`src/rtl/ciid_defs.svh`:
```
// Purpose: offsets, reset values and field positions of the id bank
// Assumes: byte addresses inside one 4 KB processor interface region
// Notes:   definitions only, included by bare name
`ifndef CIID_DEFS_SVH
`define CIID_DEFS_SVH

// ==========================================================================
// register byte offsets
`define CIID_ADR_W          12
`define CIID_OFF_CTRL       12'h000
`define CIID_OFF_PMASK      12'h004
`define CIID_OFF_BPR        12'h008
`define CIID_OFF_IACK       12'h00c
`define CIID_OFF_EOI        12'h010
`define CIID_OFF_RPR        12'h014
`define CIID_OFF_HPEND      12'h018
`define CIID_OFF_ABPR       12'h01c
`define CIID_OFF_IMPL       12'h0fc
`define CIID_OFF_SIG0       12'hff0
`define CIID_OFF_SIG1       12'hff4
`define CIID_OFF_SIG2       12'hff8
`define CIID_OFF_SIG3       12'hffc

// ==========================================================================
// field widths
`define CIID_PMASK_W        8
`define CIID_BPR_W          3
`define CIID_ID_W           10
`define CIID_PRIO_W         8

// ==========================================================================
// reset values
`define CIID_RST_CTRL       32'h0000_0000
`define CIID_RST_PMASK      8'h00
`define CIID_RST_BPR_S      3'h2
`define CIID_RST_BPR_NS     3'h3
`define CIID_SPURIOUS_ID    10'h3ff
`define CIID_IDLE_PRIO      8'hff
`define CIID_RST_ID         10'h000

// ==========================================================================
// implementer ident field positions
`define CIID_IMPL_PART_LSB  20
`define CIID_IMPL_ARCH_LSB  16
`define CIID_IMPL_REV_LSB   12
`define CIID_IMPL_CONT_LSB  8

`endif

```
`src/rtl/ciid_pkg.sv`:
```
// Purpose: types of the processor interface id bank
// Assumes: ciid_defs.svh on the include path
// Notes:   the state record is registered as one word in the top module
`include "ciid_defs.svh"

package ciid_pkg;

    // ======================================================================
    // state of the register bank, except the signature bytes
    typedef struct packed {
        logic                        ack;
        logic [31:0]                 dat;
        logic [31:0]                 ctrl;
        logic [`CIID_PMASK_W-1:0]    pmask;
        logic [`CIID_BPR_W-1:0]      bpr_s;
        logic [`CIID_BPR_W-1:0]      bpr_ns;
        logic [`CIID_PRIO_W-1:0]     rpr;
        logic                        ack_stb;
        logic [`CIID_ID_W-1:0]       ack_id;
        logic                        eoi_stb;
        logic [`CIID_ID_W-1:0]       eoi_id;
    } ciid_state_t;

endpackage

```
`src/rtl/ciid_regs.sv`:
```
// Purpose: processor interface and component id register bank
// Assumes: classic wishbone slave, one clock, synchronous reset
// Notes:   pending id and priority come from arbitration logic on core_clk
//          ack is registered, raised at the edge that takes the request
//          writes commit on the edge that raises ack
//          binary point is banked by the security of the request
//          id bytes sit at 0xff0..0xffc, upper bits read zero
//          unlisted offsets read zero and drop writes
`timescale 1ns/1ps
`default_nettype none
`include "ciid_defs.svh"

module ciid_regs #(
    // identity values are arbitrary, override per product
    parameter logic [31:0] SIGNATURE = 32'h5a6c_3e91, // arbitrary value
    parameter int          PART_NUM  = 'h123,         // arbitrary value
    parameter int          ARCH_VER  = 'h1,           // arbitrary value
    parameter int          REVISION  = 'h0,           // arbitrary value
    parameter int          JEP_CONT  = 'h2,           // arbitrary value
    parameter int          JEP_CODE  = 'h15           // arbitrary value
) (
    // clock and synchronous active-low reset
    input  wire logic                     core_clk,
    input  wire logic                     rst_n,

    // wishbone slave
    input  wire logic                     wb_cyc_i,
    input  wire logic                     wb_stb_i,
    input  wire logic                     wb_we_i,
    input  wire logic [`CIID_ADR_W-1:0]   wb_adr_i,
    input  wire logic [3:0]               wb_sel_i,
    input  wire logic [31:0]              wb_dat_i,
    output var  logic [31:0]              wb_dat_o,
    output var  logic                     wb_ack_o,

    // security attribute of the current access
    input  wire logic                     secure_access,

    // from arbitration logic
    input  wire logic                     pend_valid,
    input  wire logic [`CIID_ID_W-1:0]    pend_id,
    input  wire logic [`CIID_PRIO_W-1:0]  pend_prio,

    // to the rest of the controller
    output var  logic [31:0]              iface_control,
    output var  logic [`CIID_PMASK_W-1:0] priority_mask,
    output var  logic [`CIID_BPR_W-1:0]   binary_point_s,
    output var  logic [`CIID_BPR_W-1:0]   binary_point_ns,
    output var  logic [`CIID_PRIO_W-1:0]  running_priority,
    output var  logic                     irq_ack_pulse,
    output var  logic [`CIID_ID_W-1:0]    irq_ack_id,
    output var  logic                     eoi_pulse,
    output var  logic [`CIID_ID_W-1:0]    eoi_id
);

    // ======================================================================
    // parameter checks
    // each ident field must fit its slot of the ident word
    // part number fills bits 31..20
    if (PART_NUM < 0 || PART_NUM > 'hfff) begin : g_chk_part
        $error("part number does not fit 12 bits");
    end

    // architecture version fills bits 19..16
    if (ARCH_VER < 0 || ARCH_VER > 'hf) begin : g_chk_arch
        $error("architecture version does not fit 4 bits");
    end

    // revision fills bits 15..12
    if (REVISION < 0 || REVISION > 'hf) begin : g_chk_rev
        $error("revision does not fit 4 bits");
    end

    // continuation code fills bits 11..8
    if (JEP_CONT < 0 || JEP_CONT > 'hf) begin : g_chk_cont
        $error("continuation code does not fit 4 bits");
    end

    // manufacturer code fills bits 6..0
    if (JEP_CODE < 0 || JEP_CODE > 'h7f) begin : g_chk_code
        $error("manufacturer code does not fit 7 bits");
    end

    // ======================================================================
    // constant implementer ident word
    // layout: part, architecture, revision, implementer
    // folded to a constant: no flop and no write path
    // bit 7 of the implementer field is always zero
    localparam logic [31:0] IMPL_WORD =
        (32'(PART_NUM) << `CIID_IMPL_PART_LSB)
      | (32'(ARCH_VER) << `CIID_IMPL_ARCH_LSB)
      | (32'(REVISION) << `CIID_IMPL_REV_LSB)
      | (32'(JEP_CONT) << `CIID_IMPL_CONT_LSB)
      | {24'h00_0000, 1'b0, 7'(JEP_CODE)};

    // ======================================================================
    // signature bytes, one hard-wired register each
    // byte i lands in signature bits 8*i+7..8*i
    logic [7:0] sig_byte [4];

    for (genvar i = 0; i < 4; i++) begin : g_sig
        // one instance per byte, value cut from the signature
        ciid_sig_byte #(
            .VALUE (SIGNATURE[8*i +: 8])
        ) u_sig (
            .core_clk (core_clk),
            .rst_n    (rst_n),
            .byte_q   (sig_byte[i])
        );
    end

    // ======================================================================
    // state record
    // every flop of the bank except the signature bytes sits in this one record
    // st_d is rebuilt each cycle by the next-state process
    ciid_pkg::ciid_state_t st_q;
    ciid_pkg::ciid_state_t st_d;

    // ======================================================================
    // byte-enable merge of a write into an old value
    // lanes with sel low keep the old value
    // narrow fields are widened before and cut after
    function automatic logic [31:0] ciid_merge(
        input logic [31:0] old_v,
        input logic [31:0] new_v,
        input logic [3:0]  sel
    );
        logic [31:0] res;
        res = old_v;
        for (int b = 0; b < 4; b++) begin
            if (sel[b]) begin
                res[8*b +: 8] = new_v[8*b +: 8];
            end
        end
        return res;
    endfunction

    // ======================================================================
    // bus timing
    // edge 1: request taken, ack and read data registered, write done
    // edge 2: master sees ack; ack falls as it masks the request
    // edge 3: a request still held would be taken again
    // read data holds until the next request is answered
    // pulses towards the controller rise at edge 1 with ack

    // ======================================================================
    // request decode
    // ack masks the request, so rd_en and wr_en last one cycle
    // address bits 1:0 are ignored, every register is a word
    // request qualifiers
    logic                   req_new;
    logic                   wr_en;
    logic                   rd_en;
    logic [`CIID_ADR_W-1:0] word_adr;
    // scratch and widened copies for the merge
    logic [31:0]            merged;
    logic [31:0]            bpr_s_w;
    logic [31:0]            bpr_ns_w;
    logic [31:0]            pmask_w;

    // new request is answered one cycle after it appears
    assign req_new  = wb_cyc_i & wb_stb_i & ~st_q.ack;
    assign wr_en    = req_new & wb_we_i;
    assign rd_en    = req_new & ~wb_we_i;
    assign word_adr = {wb_adr_i[`CIID_ADR_W-1:2], 2'b00};

    // widened copies of narrow fields for byte merges
    // upper bits of narrow fields read as zero
    assign pmask_w  = {{(32-`CIID_PMASK_W){1'b0}}, st_q.pmask};
    assign bpr_s_w  = {{(32-`CIID_BPR_W){1'b0}}, st_q.bpr_s};
    assign bpr_ns_w = {{(32-`CIID_BPR_W){1'b0}}, st_q.bpr_ns};

    // ======================================================================
    // security banking of the binary point
    // secure requests to 0x008 reach the secure copy, others the other
    // secure requests to 0x01c reach the non-secure copy as an alias
    // non-secure requests to 0x01c read zero and drop writes
    // the priority logic sees both copies on separate ports

    // ======================================================================
    // read mux
    // word offered to the bus this cycle
    logic [31:0] rd_word;
    logic [`CIID_ID_W-1:0] hp_id;

    // spurious id stands in while nothing is pending
    // acknowledge and highest pending share this id
    assign hp_id = pend_valid ? pend_id : `CIID_SPURIOUS_ID;

    // read data follows the address every cycle
    // it is captured only when a read is taken
    always_comb begin
        rd_word = 32'h0000_0000;

        if (word_adr == `CIID_OFF_CTRL) begin
            rd_word = st_q.ctrl;
        end else if (word_adr == `CIID_OFF_PMASK) begin
            rd_word = pmask_w;
        end else if (word_adr == `CIID_OFF_BPR) begin
            rd_word = secure_access ? bpr_s_w : bpr_ns_w;
        end else if (word_adr == `CIID_OFF_IACK) begin
            // spurious id while nothing is pending
            rd_word = {{(32-`CIID_ID_W){1'b0}}, hp_id};
        end else if (word_adr == `CIID_OFF_EOI) begin
            // write-only register reads zero
            rd_word = 32'h0000_0000;
        end else if (word_adr == `CIID_OFF_RPR) begin
            // set by acknowledge, idled by end of interrupt
            rd_word = {{(32-`CIID_PRIO_W){1'b0}}, st_q.rpr};
        end else if (word_adr == `CIID_OFF_HPEND) begin
            rd_word = {{(32-`CIID_ID_W){1'b0}}, hp_id};
        end else if (word_adr == `CIID_OFF_ABPR) begin
            if (secure_access) begin
                rd_word = bpr_ns_w;
            end
        end else if (word_adr == `CIID_OFF_IMPL) begin
            // constant word built above
            rd_word = IMPL_WORD;
        end else if (word_adr == `CIID_OFF_SIG0) begin
            // id bytes: low byte only, upper bits zero
            rd_word = {24'h00_0000, sig_byte[0]};
        end else if (word_adr == `CIID_OFF_SIG1) begin
            rd_word = {24'h00_0000, sig_byte[1]};
        end else if (word_adr == `CIID_OFF_SIG2) begin
            rd_word = {24'h00_0000, sig_byte[2]};
        end else if (word_adr == `CIID_OFF_SIG3) begin
            rd_word = {24'h00_0000, sig_byte[3]};
        end
    end

    // ======================================================================
    // next state
    // defaults hold every field, set ack to req_new and drop both strobes
    // read data is cleared on writes so no stale word follows
    always_comb begin
        st_d         = st_q;
        st_d.ack     = req_new;
        st_d.ack_stb = 1'b0;
        st_d.eoi_stb = 1'b0;
        merged       = 32'h0000_0000;
        // reads capture the word, writes answer zero
        if (rd_en) begin
            st_d.dat = rd_word;
        end else if (req_new) begin
            st_d.dat = 32'h0000_0000;
        end

        // reading acknowledge with a pending id activates it
        // the id's priority becomes the running priority
        if (rd_en && word_adr == `CIID_OFF_IACK && pend_valid) begin
            st_d.rpr     = pend_prio;
            st_d.ack_stb = 1'b1;
            st_d.ack_id  = pend_id;
        end

        // writes commit on the edge that raises ack
        if (wr_en) begin
            if (word_adr == `CIID_OFF_CTRL) begin
                // every selected byte lands
                st_d.ctrl = ciid_merge(st_q.ctrl, wb_dat_i, wb_sel_i);
            end else if (word_adr == `CIID_OFF_PMASK) begin
                // only the low byte is kept
                merged = ciid_merge(pmask_w, wb_dat_i, wb_sel_i);
                st_d.pmask = merged[`CIID_PMASK_W-1:0];
            end else if (word_adr == `CIID_OFF_BPR) begin
                // the request's security picks the copy
                if (secure_access) begin
                    merged = ciid_merge(bpr_s_w, wb_dat_i, wb_sel_i);
                    st_d.bpr_s = merged[`CIID_BPR_W-1:0];
                end else begin
                    merged = ciid_merge(bpr_ns_w, wb_dat_i, wb_sel_i);
                    st_d.bpr_ns = merged[`CIID_BPR_W-1:0];
                end
            end else if (word_adr == `CIID_OFF_EOI) begin
                // pulse the id out and idle the running priority
                merged = ciid_merge(32'h0000_0000, wb_dat_i, wb_sel_i);
                st_d.eoi_stb = 1'b1;
                st_d.eoi_id  = merged[`CIID_ID_W-1:0];
                st_d.rpr     = `CIID_IDLE_PRIO;
            end else if (word_adr == `CIID_OFF_ABPR) begin
                // alias is writable by secure requests only
                if (secure_access) begin
                    merged = ciid_merge(bpr_ns_w, wb_dat_i, wb_sel_i);
                    st_d.bpr_ns = merged[`CIID_BPR_W-1:0];
                end
            end
            // read-only, id and unlisted offsets drop the write
        end
    end

    // ======================================================================
    // state register
    // synchronous reset loads constants only
    always_ff @(posedge core_clk) begin
        if (!rst_n) begin
            // bus answer and captured read data
            st_q.ack     <= 1'b0;
            st_q.dat     <= 32'h0000_0000;
            // software visible registers
            st_q.ctrl    <= `CIID_RST_CTRL;
            st_q.pmask   <= `CIID_RST_PMASK;
            st_q.bpr_s   <= `CIID_RST_BPR_S;
            st_q.bpr_ns  <= `CIID_RST_BPR_NS;
            st_q.rpr     <= `CIID_IDLE_PRIO;
            // strobes low, ids zero
            st_q.ack_stb <= 1'b0;
            st_q.ack_id  <= `CIID_RST_ID;
            st_q.eoi_stb <= 1'b0;
            st_q.eoi_id  <= `CIID_RST_ID;
        end else begin
            st_q <= st_d;
        end
    end

    // ======================================================================
    // outputs straight from the state record
    // no logic between a flop and a port
    // pulses last one cycle, ids hold between them
    // control, mask and binary points feed the priority logic
    assign wb_ack_o         = st_q.ack;
    assign wb_dat_o         = st_q.dat;
    assign iface_control    = st_q.ctrl;
    assign priority_mask    = st_q.pmask;
    assign binary_point_s   = st_q.bpr_s;
    assign binary_point_ns  = st_q.bpr_ns;
    assign running_priority = st_q.rpr;
    assign irq_ack_pulse    = st_q.ack_stb;
    assign irq_ack_id       = st_q.ack_id;
    assign eoi_pulse        = st_q.eoi_stb;
    assign eoi_id           = st_q.eoi_id;

endmodule

`default_nettype wire

```
`src/rtl/ciid_sig_byte.sv`:
```
// Purpose: one hard-wired byte of the component signature
// Assumes: VALUE fixed at elaboration
// Notes:   holds its reset value for ever, no write path exists
`timescale 1ns/1ps
`default_nettype none

module ciid_sig_byte #(
    parameter logic [7:0] VALUE = 8'h00
) (
    input  wire logic       core_clk,
    input  wire logic       rst_n,
    output var  logic [7:0] byte_q
);

    // ======================================================================
    // constant register, reloads its own value on every edge
    always_ff @(posedge core_clk) begin
        if (!rst_n) begin
            byte_q <= VALUE;
        end else begin
            byte_q <= VALUE;
        end
    end

endmodule

`default_nettype wire

```
`config.mk`:
```
export PLATFORM = sky130hd
export DESIGN_NAME = ciid_regs
export DESIGN_NICKNAME = d
export VERILOG_FILES = /design/src/rtl/ciid_pkg.sv /design/src/rtl/ciid_regs.sv /design/src/rtl/ciid_sig_byte.sv
export VERILOG_INCLUDE_DIRS = /design/src /design/src/rtl
export SDC_FILE = /design/constraint.sdc
export NUM_CORES = 1
export LEC_CHECK = 0
export ABC_CLOCK_PERIOD_IN_PS = 2900
export BUFFER_PORTS_ARGS = -buffer_cell sky130_fd_sc_hd__clkbuf_2
export CAP_MARGIN = 5
export CORE_MARGIN = 2
export CORE_UTILIZATION = 35
export CTS_BUF_LIST = sky130_fd_sc_hd__clkbuf_8
export DETAILED_ROUTE_END_ITERATION = 8
export PLACE_DENSITY = 0.69
export SLEW_MARGIN = 0
export SYNTH_ARGS = -nofsm -noshare
export SYNTH_HDL_FRONTEND = slang
export SYNTH_SLANG_ARGS = --single-unit
```
`constraint.sdc`:
```
create_clock -name core_clk -period 2.9 [get_ports core_clk]
set_clock_uncertainty 0.2 [all_clocks]
set_input_delay 0.145 -clock core_clk [delete_from_list [all_inputs] [get_ports core_clk]]
set_output_delay 0.145 -clock core_clk [all_outputs]
set_load 0.01 [all_outputs]
```
==> results by group, run 1 <==
Yosys
  – Mapped Cells: 535
  – Cell variety after synth: 60
  – Share of synthesized flip-flops with an asynchronous set or reset: 0
  – Number of synthesized flops with an enable pin: 0
  – Syn nets: 608
  – Sequential-to-total area share from yosys stat: 0.454
  – Number of synthesis warnings: 0
  – Top_reg_cell synth: dfxtp_1
  – Post-synthesis register bit count: 109
  – Avg Inst Size Synth: 8.98 sq um
  – Mapped Area: 0.00480 sq mm

Drt
  – Vias: 5010
  – Vias per std cell: 5.24
  – Total wire length: 16.6 mm
  – # DRC: 0
  – Antenna-violating nets left: 0
  – DRT Pass-1 Iters: 5
  – WL/cell: 17.3 um
  – Iter 0 DRT Violations: 266

Critical path
  – Req. time, crit path: 2.99 ns
  – CP Capture Type: flop
  – Crit path DAT: 2.65 ns
  – Critical path fanouts, max: 4
  – CP max stage cell: dlygate4sd3_1
  – CP Cell Sequence: and3b_1 -> nand3_1 -> or3_1 -> mux2i_1 -> nand2_1 -> dlygate4sd3_1
  – RR Startpoint: wb_ack_o$_SDFF_PN0_
  – Critical R2R Capture: binary_point_ns[0]$_SDFFE_PN1P_
  – Crit start category: flop
  – Crit path from: wb_ack_o$_SDFF_PN0_
  – FF-to-FF setup slack: 0.34 ns
  – Critical path class: flop to flop
  – Delay of the slowest critical-path stage: 0.55 ns
  – Cell family with most CP delay: simple AND/OR/NAND/NOR gates
  – Path depth of the worst reg2reg path: 6
  – CP Buf/Inv Count: 1

Timing
  – Slew margin rel.: 0.581
  – Fmax: 0.391 GHz
  – Max-slew violation count: 0
  – Fin crit period: 2.56 ns
  – Final setup viols: 0
  – Post-route setup slack: 0.343 ns
  – Period utilisation layout: 0.882
  – Worst slew pin tran: 0.627 ns
  – Final hold vios: 0
  – RSZ-0062 raised after global routing: no
  – Setup TNS: 0 ns

Power and ir drop
  – Static leakage: 0.00301 uW
  – PD cells: 404 mW/mm^2
  – Worst VDD drop: 0.267 mV
  – Tot Pwr: 2730 uW

Min path
  – Hold Path Depth: 4
  – Worst hold start: wb_sel_i[2]
  – Min-Delay Path Class: primary input to flop
  – Hold endpoint: iface_control[20]$_SDFFE_PN0P_

Run status
  – Status: finished, final reports clean

Placement
  – RePlAce Congestion: 0.943
  – Port Buffers: 179
  – Final HPWL DP: 11.5 mm
  – DP Worst Slack: 0.552 ns
  – Post-DP Area: 0.00587 sq mm

Floorplanning
  – FP Rows: 42
  – Core Box Area: 0.0133 sq mm
  – Initial Util: 0.361
  – Chip Height: 121 um
  – Die Footprint: 0.0147 sq mm
  – Die X: 121 um
  – Ports: 182

Global routing
  – Initial antenna violation count: 0
  – Largest net degree at the start of global routing: 42
  – Total track usage: 0.225
  – Number of global-route vias before repair: 4871
  – GRT overflow: 0
  – First-pass GRT wire length: 25.7 mm

Flow run
  – Max Cap Violations: 0

Final layout
  – Antenna fix cells: 0
  – Layout cells sized above 1: 0.301
  – Final Instance Area: 0.00675 sq mm
  – Final core utilization: 0.508
  – Area growth syn-to-layout: 40.5%
  – Final net count: 849
  – # fillers: 1255

Clocking
  – Clk sinks: 109
  – Clk pin slew, worst setup/hold paths: 0.11 ns
  – CTS max path bufs: 2
  – Clk_lat worst skew: 0.39 ns
  – Clk root buf: clkbuf_8
  – Post-cts resize count: 0
  – CTS H-tree lvls: 3
  – Num CTS Buffers: 9
  – CTS tree: yes
[cells in the final DEF (no fill, tap or decap), drive strengths merged, types with 3 or more instances in the layout]
master / count
nand4: 7
a21o: 3
o22ai: 6
a21oi: 32
or3: 4
nand3: 19
mux2: 3
nand2b: 6
inv: 8
a22o: 8
dfxtp: 109
and3: 6
o31ai: 5
o21ai: 22
nand3b: 3
dlygate4sd3: 68
mux2i: 45
clkbuf: 189
buf: 16
nor2: 78
a22oi: 21
nor4: 3
nor3: 8
nand2: 64
a211o: 3
a211oi: 4
o211ai: 5
nor2b: 4
[sequential cells by signal, summed over array words and instances (netlist names)]
name              cells
running_priority      8
irq_ack_id           10
iface_control        32
wb_ack_o              1
eoi_id               10
irq_ack_pulse         1
priority_mask         8
eoi_pulse             1
binary_point_s        3
binary_point_ns       3
wb_dat_o             32
[worst max-delay path by stage]
stage | endpoint | cells past startpoint | slack [ns]
2_1_floorplan | eoi_id[6]$_SDFFE_PN0P_ | 7 | 0.85
3_3_place_gp | wb_dat_o[8]$_SDFFE_PN0P_ | 6 | 0.59
3_5_place_dp | wb_dat_o[8]$_SDFFE_PN0P_ | 6 | 0.55
4_1_cts | binary_point_ns[0]$_SDFFE_PN1P_ | 6 | 0.34
5_1_grt | binary_point_ns[0]$_SDFFE_PN1P_ | 6 | 0.24
6_report | binary_point_ns[0]$_SDFFE_PN1P_ | 6 | 0.34
[tightest hold or removal path: cells and delay by family]
kind	cells	cell delay (ns)
AND/OR/NAND/NOR	2	0.22
buffers and inverters	1	0.10
multiplexers	1	0.09
[synth_stat cells (3+ instances only)]
cell	count	area [sq um]
nor2_2	3	18.8
buf_6	3	33.8
o211ai_1	5	37.5
dfxtp_1	109	2180
a211oi_1	4	30.0
nand3_4	4	70.1
nand4_1	6	37.5
a21o_1	3	22.5
nor2_1	73	274
a211o_1	3	26.3
and3_1	6	37.5
o21ai_0	22	110
mux2i_1	45	450
clkbuf_1	22	82.6
nand3b_1	3	22.5
or3_1	4	25.0
buf_1	4	15.0
a22o_1	8	70.1
nand2b_1	6	37.5
nor2b_1	4	25.0
inv_1	7	26.3
nand2_1	64	240
mux2_2	3	33.8
o22ai_1	6	37.5
a22oi_1	21	158
o31ai_1	5	37.5
nand3_1	15	75.1
a21oi_1	30	150
nor3_4	3	48.8
nor3_1	4	20.0
[cell families (layout without fill, tap and decap cells)]
family                    after synthesis  after routing  synth area share
and+or+nand+nor                       210            210             0.227
DFF                                   109            109             0.454
AOI/OAI and AO/OA                     126            126             0.175
xor gates and xnor gates                1              1           0.00182
buffers and inverters                  41            286            0.0409
muxes                                  48             48             0.101
[metal layers]
metal  global-route usage  wire (um)  up-vias
li1                     -          -     2394
met1                0.270       6900     2346
met2                0.383       7930      237
met3               0.0583       1300       33
met4               0.0941        441        0
met5                    0          0        -
[metrics by stage]
step | cells | hold WS, ns
floorplan | 535 | 0.00694
CTS | 956 | 0.00661
detailed placement | 873 | 0.158
finish | 956 | 0.00921
global placement | 873 | 0.161
global route | 956 | 0.0248
[layout make-up]
| type | count | area [sq um] | share of cell area |
|---|---|---|---|
| flip-flops and latches | 109 | 2180 | 0.323 |
| clock buffers | 10 | 138 | 0.0204 |
| clock inverters | 5 | 58.8 | 0.00871 |
| well taps | 176 | 220 | 0.0326 |
| inverters | 8 | 30.0 | 0.00445 |
| multi-input cells | 385 | 2420 | 0.359 |
| repair buffers | 263 | 1700 | 0.251 |
[where the power goes]
part	internal, uW	switching [uW]	total [uW]	leakage, uW
Sequential	1500	0.480	1500	0.000878
Clock	420	538	958	0.0000948
Combinational	124	150	274	0.00204
[repair_timing]
| action | 4_1_cts | 5_1_grt |
|---|---|---|
| buffers inserted | 0 | 0 |
| hold buffers | 68 | 0 |
| endpoints found under the setup margin | 0 | 0 |
| endpoints found under the hold margin | 77 | 0 |
Note: power is estimated with default switching activity, not from simulation.
==> inputs of run 2 (changes only) <==
- BUFFER_PORTS_ARGS: -buffer_cell sky130_fd_sc_hd__clkbuf_2 -> -buffer_cell sky130_fd_sc_hd__buf_2
==> run 2 against run 1 <==
Effect of this change:
- core utilization decreased by 0.15 points
- design area decreased by 0.30%
- sequential power about the same
- non-clock buffer count decreased by 3
- flip-flop and latch count unchanged
- total power decreased by 2.7%
- combinational power decreased by 2%
- critical path type unchanged
- highest routed layer unchanged
==> results by group, run 2 (synthesized netlist as in run 1, its figures left out) <==
Global routing
  – Top Usage Layer GRT: met2
  – Number of global-route vias before repair: 4829 (-0.86%)
  – Total track usage: 0.225 (-0.000323)
  – Initial antenna violation count: 0 (unchanged)
  – GRT overflow: 0 (unchanged)
  – Global routing usage on met2: 0.378 (-0.00492)
  – Largest net degree at the start of global routing: 56 (+33%)
  – M3 GR Usage: 0.0832 (+0.0249)
  – Met1 Usage GRT: 0.266 (-0.00342)
  – First-pass GRT wire length: 25.6 mm (-0.19%)

Clocking
  – CTS max path bufs: 2 (unchanged)
  – Num CTS Buffers: 9 (unchanged)
  – Post-CTS setup buffer count: 0 (unchanged)
  – CTS H-tree lvls: 3 (unchanged)
  – Clk sinks: 109 (unchanged)
  – Clk_lat worst skew: 0.39 ns (about the same)
  – CTS tree: yes
  – Clk root buf: clkbuf_8
  – Clk pin slew, worst setup/hold paths: 0.11 ns (about the same)

Timing
  – Max-slew violation count: 0 (unchanged)
  – RSZ-0062 raised after global routing: no
  – Slew margin rel.: 0.574 (-0.00754)
  – Final setup viols: 0 (unchanged)
  – Period utilisation layout: 0.926 (+0.0443)
  – Final hold vios: 0 (unchanged)
  – Fmax: 0.372 GHz (-4.8%)
  – Worst slew pin tran: 0.638 ns (+0.0113 ns)
  – Setup TNS: 0 ns (unchanged)
  – Fin crit period: 2.69 ns (+0.128 ns)

Drt
  – Antenna-violating nets left: 0 (unchanged)
  – Vias: 4967 (-0.86%)
  – Total wire length: 16.5 mm (-0.60%)
  – Vias per std cell: 5.21 (-0.65%)
  – WL/cell: 17.3 um (-0.40%)
  – Iter 0 DRT Violations: 288 (+8.3%)
  – DRT Pass-1 Iters: 5 (unchanged)
  – # DRC: 0 (unchanged)

Critical path
  – CP Capture Type: flop
  – Crit start category: flop
  – Req. time, crit path: 2.98 ns (about the same)
  – Critical path class: flop to flop
  – Crit path DAT: 2.77 ns (+0.12 ns)
  – Path depth of the worst reg2reg path: 6 (unchanged)
  – Critical path fanouts, max: 7 (+3)

Power and ir drop
  – Worst VDD drop: 0.378 mV (+42%)
  – PD cells: 395 mW/mm^2 (-2.4%)
  – Static leakage: 0.00306 uW (+1.6%)

Floorplanning
  – FP Rows: 42 (unchanged)
  – Ports: 182 (unchanged)
  – Die Footprint: 0.0147 sq mm (unchanged)
  – Core Box Area: 0.0133 sq mm (unchanged)
  – Die X: 121 um (unchanged)
  – Chip Height: 121 um (unchanged)
  – Initial Util: 0.361 (unchanged)

Final layout
  – Final core utilization: 0.506 (-0.00151)
  – Commonest non-fill, non-tap cell in the layout: buf_2
  – Highest-count cells in the layout ignoring fill and taps: 179 x buf_2, 109 x dfxtp_1, 73 x nor2_1
  – Antenna fix cells: 0 (unchanged)
  – Final net count: 846 (-0.35%)
  – Area growth syn-to-layout: 40.1%
  – Layout cells sized above 1: 0.296 (-0.00565)
  – # fillers: 1228 (-2.2%)

Flow run
  – Max Cap Violations: 0 (unchanged)

Min path
  – Min-Delay Path Class: primary input to flop
  – Hold Path Depth: 4 (unchanged)

Placement
  – Final HPWL DP: 11.3 mm (-1.5%)
  – RePlAce Congestion: 0.951 (+0.90%)
  – Port Buffers: 179 (unchanged)

Run status
  – Status: finished, final reports clean
-- run 2: cell count changes in the layout (fill, tap and decap cells not counted), moves of 2 or more --
| cell | before | now |
|---|---|---|
| buf_2 | 0 | 179 |
| buf_4 | 16 | 10 |
| clkinvlp_4 | 2 | 0 |
| clkbuf_2 | 179 | 0 |
| inv_8 | 0 | 2 |
| dlygate4sd3_1 | 68 | 70 |
-- run 2: per-stage QoR --
step / area, sq um / total power [uW] / hold WS (ns) / instances / setup slack [ns]
final: 6730 / 2660 / 0.0309 / 954 / 0.214
after global routing: 6730 / 2780 / 0.0392 / 954 / 0.0557
after CTS: 6730 / 2680 / 0.0120 / 954 / 0.181
after detailed placement: 5850 / 1740 / 0.159 / 868 / 0.557
after global placement: 5850 / 1740 / 0.160 / 868 / 0.596
after floorplan: 4800 / 1640 / 0.00694 / 535 / 0.848
-- run 2: worst max-delay path: stages (launching register included) --
cell	delay (ns)
dfxtp_1	0.33
and3b_1	0.30
nand3_1	0.38
or3_1	0.58
mux2i_1	0.18
nand2_1	0.06
dlygate4sd3_1	0.54
-- run 2: path summary, 6_finish.rpt --
check / slack (ns) / from / endpoint
worst min-delay path: 0.03 / wb_adr_i[8] / irq_ack_pulse$_SDFF_PN0_
worst max-delay path: 0.21 / wb_ack_o$_SDFF_PN0_ / binary_point_ns[0]$_SDFFE_PN1P_
worst max register to register: 0.21 / wb_ack_o$_SDFF_PN0_ / binary_point_ns[0]$_SDFFE_PN1P_
worst min register to register: 0.25 / irq_ack_id[1]$_SDFFE_PN0P_ / irq_ack_id[1]$_SDFFE_PN0P_
-- run 2: area by class of cell --
cell class              instances  area (sq um)  share of cell area
clock buffers                   9           124              0.0184
clock inverters                 7          57.6             0.00855
inverters                       8          30.0             0.00446
multi-input cells             385          2420               0.360
flip-flops and latches        109          2180               0.324
well taps                     176           220              0.0327
repair buffers                260          1690               0.251
-- run 2: layer usage --
layer / up-vias / routed length (um)
li1: 2383 / -
met1: 2332 / 6650
met2: 224 / 7980
met3: 28 / 1500
met4: 0 / 334
met5: - / 0
-- run 2: report_power, final --
group / internal (uW) / switching [uW]
logic: 121 / 147
registers: 1500 / 0.434
clock network: 328 / 563
-- run 2: repair_timing --
action	4_1_cts	5_1_grt
hold buffers	70	0
hold endpoints to repair	77	0
gates resized for setup	0	0
==> inputs of run 3 (changes only) <==
- CTS_BUF_LIST: sky130_fd_sc_hd__clkbuf_8 -> sky130_fd_sc_hd__clkbuf_4
==> run 3 against run 2 <==
Effect of this change:
- setup slack lost 0.015 ns
- total power shrank 4.7%
- global-route usage up 0.33 points
- largest power group unchanged
==> results by group, run 3 (synthesized netlist as in run 1, its figures left out) <==
Final layout
  – Final core utilization: 0.516 (+0.00998)
  – Commonest non-fill, non-tap cell in the layout: buf_2
  – Area growth syn-to-layout: 42.9%
  – Highest-count cells in the layout ignoring fill and taps: 179 x buf_2, 109 x dfxtp_1, 88 x dlygate4sd3_1
  – Antenna fix cells: 0 (unchanged)
  – Area occupied by multi-input gates: 0.00243 sq mm (+0.21%)
  – Final net count: 864 (+2.1%)
  – Layout cells sized above 1: 0.291 (-0.00417)
  – Register area: 0.00218 sq mm (unchanged)
  – # fillers: 1229 (+0.081%)

Clocking
  – Num CTS Buffers: 9 (unchanged)
  – Clk root buf: clkbuf_4
  – Clk_lat worst skew: 0.49 ns (+0.10 ns)
  – CTS H-tree lvls: 3 (unchanged)
  – Clk pin slew, worst setup/hold paths: 0.17 ns (+0.06 ns)
  – CTS max path bufs: 2 (unchanged)
  – Clk sinks: 109 (unchanged)
  – CTS tree: yes

Critical path
  – Req. time, crit path: 3.09 ns (+0.11 ns)
  – CP Buf/Inv Count: 1 (unchanged)
  – Delay of the slowest critical-path stage: 0.57 ns (about the same)
  – CP Capture Type: flop
  – Critical path fanouts, max: 7 (unchanged)
  – Crit start category: flop
  – CP max stage cell: or3_1
  – Cell family with most CP delay: simple AND/OR/NAND/NOR gates
  – Crit path DAT: 2.89 ns (+0.12 ns)
  – CP Cell Sequence: and3b_1 -> nand3_1 -> or3_1 -> mux2i_1 -> nand2_1 -> dlygate4sd3_1
  – Critical path class: flop to flop

Power and ir drop
  – Static leakage: 0.00310 uW (+1.1%)
  – PD cells: 369 mW/mm^2 (-6.5%)
  – Worst VDD drop: 0.455 mV (+20%)

Timing
  – Fmax: 0.370 GHz (-0.57%)
  – Final setup viols: 0 (unchanged)
  – Setup TNS: 0 ns (unchanged)
  – Max-slew violation count: 0 (unchanged)
  – Period utilisation layout: 0.931 (+0.00530)
  – Fin crit period: 2.70 ns (+0.0154 ns)
  – Final hold vios: 0 (unchanged)
  – RSZ-0062 raised after global routing: no
  – Worst slew pin tran: 0.642 ns (+0.00367 ns)
  – Slew margin rel.: 0.571 (-0.00245)

Min path
  – Min-Delay Path Class: primary input to flop

Placement
  – RePlAce Congestion: 0.951 (unchanged)
  – Final HPWL DP: 11.3 mm (unchanged)
  – Port Buffers: 179 (unchanged)

Floorplanning
  – Ports: 182 (unchanged)
  – Die Footprint: 0.0147 sq mm (unchanged)
  – FP Rows: 42 (unchanged)
  – Initial Util: 0.361 (unchanged)
  – Die X: 121 um (unchanged)
  – Core Box Area: 0.0133 sq mm (unchanged)
  – Chip Height: 121 um (unchanged)

Global routing
  – Total track usage: 0.228 (+0.00335)
  – Number of global-route vias before repair: 4880 (+1.1%)
  – GRT overflow: 0 (unchanged)
  – Largest net degree at the start of global routing: 56 (unchanged)
  – First-pass GRT wire length: 26.1 mm (+1.9%)
  – Initial antenna violation count: 0 (unchanged)

Drt
  – WL/cell: 17.1 um (-1.0%)
  – Antenna-violating nets left: 0 (unchanged)
  – Total wire length: 16.6 mm (+0.83%)
  – DRT Pass-1 Iters: 5 (unchanged)
  – Vias per std cell: 5.18 (-0.53%)
  – # DRC: 0 (unchanged)
  – Iter 0 DRT Violations: 244 (-15%)
  – Vias: 5034 (+1.3%)

Run status
  – Status: finished, final reports clean

Flow run
  – Max Cap Violations: 0 (unchanged)
==> run 3: worst paths after layout <==
path                               from                              end  slack, ns  cells after the start
min                        wb_adr_i[10]         wb_dat_o[0]$_SDFFE_PN0P_       0.05                      5
min reg2reg  irq_ack_id[1]$_SDFFE_PN0P_       irq_ack_id[1]$_SDFFE_PN0P_       0.26                      2
max reg2reg         wb_ack_o$_SDFF_PN0_  binary_point_ns[0]$_SDFFE_PN1P_       0.20                      6
max                 wb_ack_o$_SDFF_PN0_  binary_point_ns[0]$_SDFFE_PN1P_       0.20                      6
==> run 3: report_power, final <==
group | leakage, uW | internal [uW] | switching (uW) | total [uW]
Sequential | 0.000878 | 1500 | 0.444 | 1500
Clock | 0.0000752 | 205 | 547 | 752
Combinational | 0.00214 | 130 | 150 | 280
==> run 3: per-stage QoR <==
stage	hold WS (ns)	cell area [sq um]	instances	total power, uW	worst slack [ns]
3_3_place_gp	0.160	5850	868	1740	0.596
5_1_grt	0.0144	6860	972	2650	0.0457
4_1_cts	0.0108	6860	972	2560	0.166
2_1_floorplan	0.00694	4800	535	1640	0.848
6_report	0.0487	6860	972	2530	0.199
3_5_place_dp	0.159	5850	868	1740	0.557
==> run 3: per-layer routing <==
layer	global-route usage	part of all wire
met5	0	0
met4	0.0697	0.022
met3	0.0827	0.084
met1	0.274	0.41
met2	0.382	0.48
==> run 3: repair_timing <==
action                     CTS  global route
setup endpoints to repair    0             1
setup buffers                0             0
hold buffers                88             0
hold endpoints to repair    83             0
gates resized for setup      0             1
==> run 3: worst min-delay path, cell delays in order <==
cell,delay (ns)
buf_2,0.12
nor4_4,0.06
buf_4,0.15
a22oi_1,0.15
o31ai_1,0.09
==> run 3: layout make-up <==
class / instances / area share
clock buffers: 10 / 0.0109
well taps: 176 / 0.0321
repair buffers: 278 / 0.273
multi-input cells: 385 / 0.354
flip-flops and latches: 109 / 0.318
clock inverters: 6 / 0.00784
inverters: 8 / 0.00438
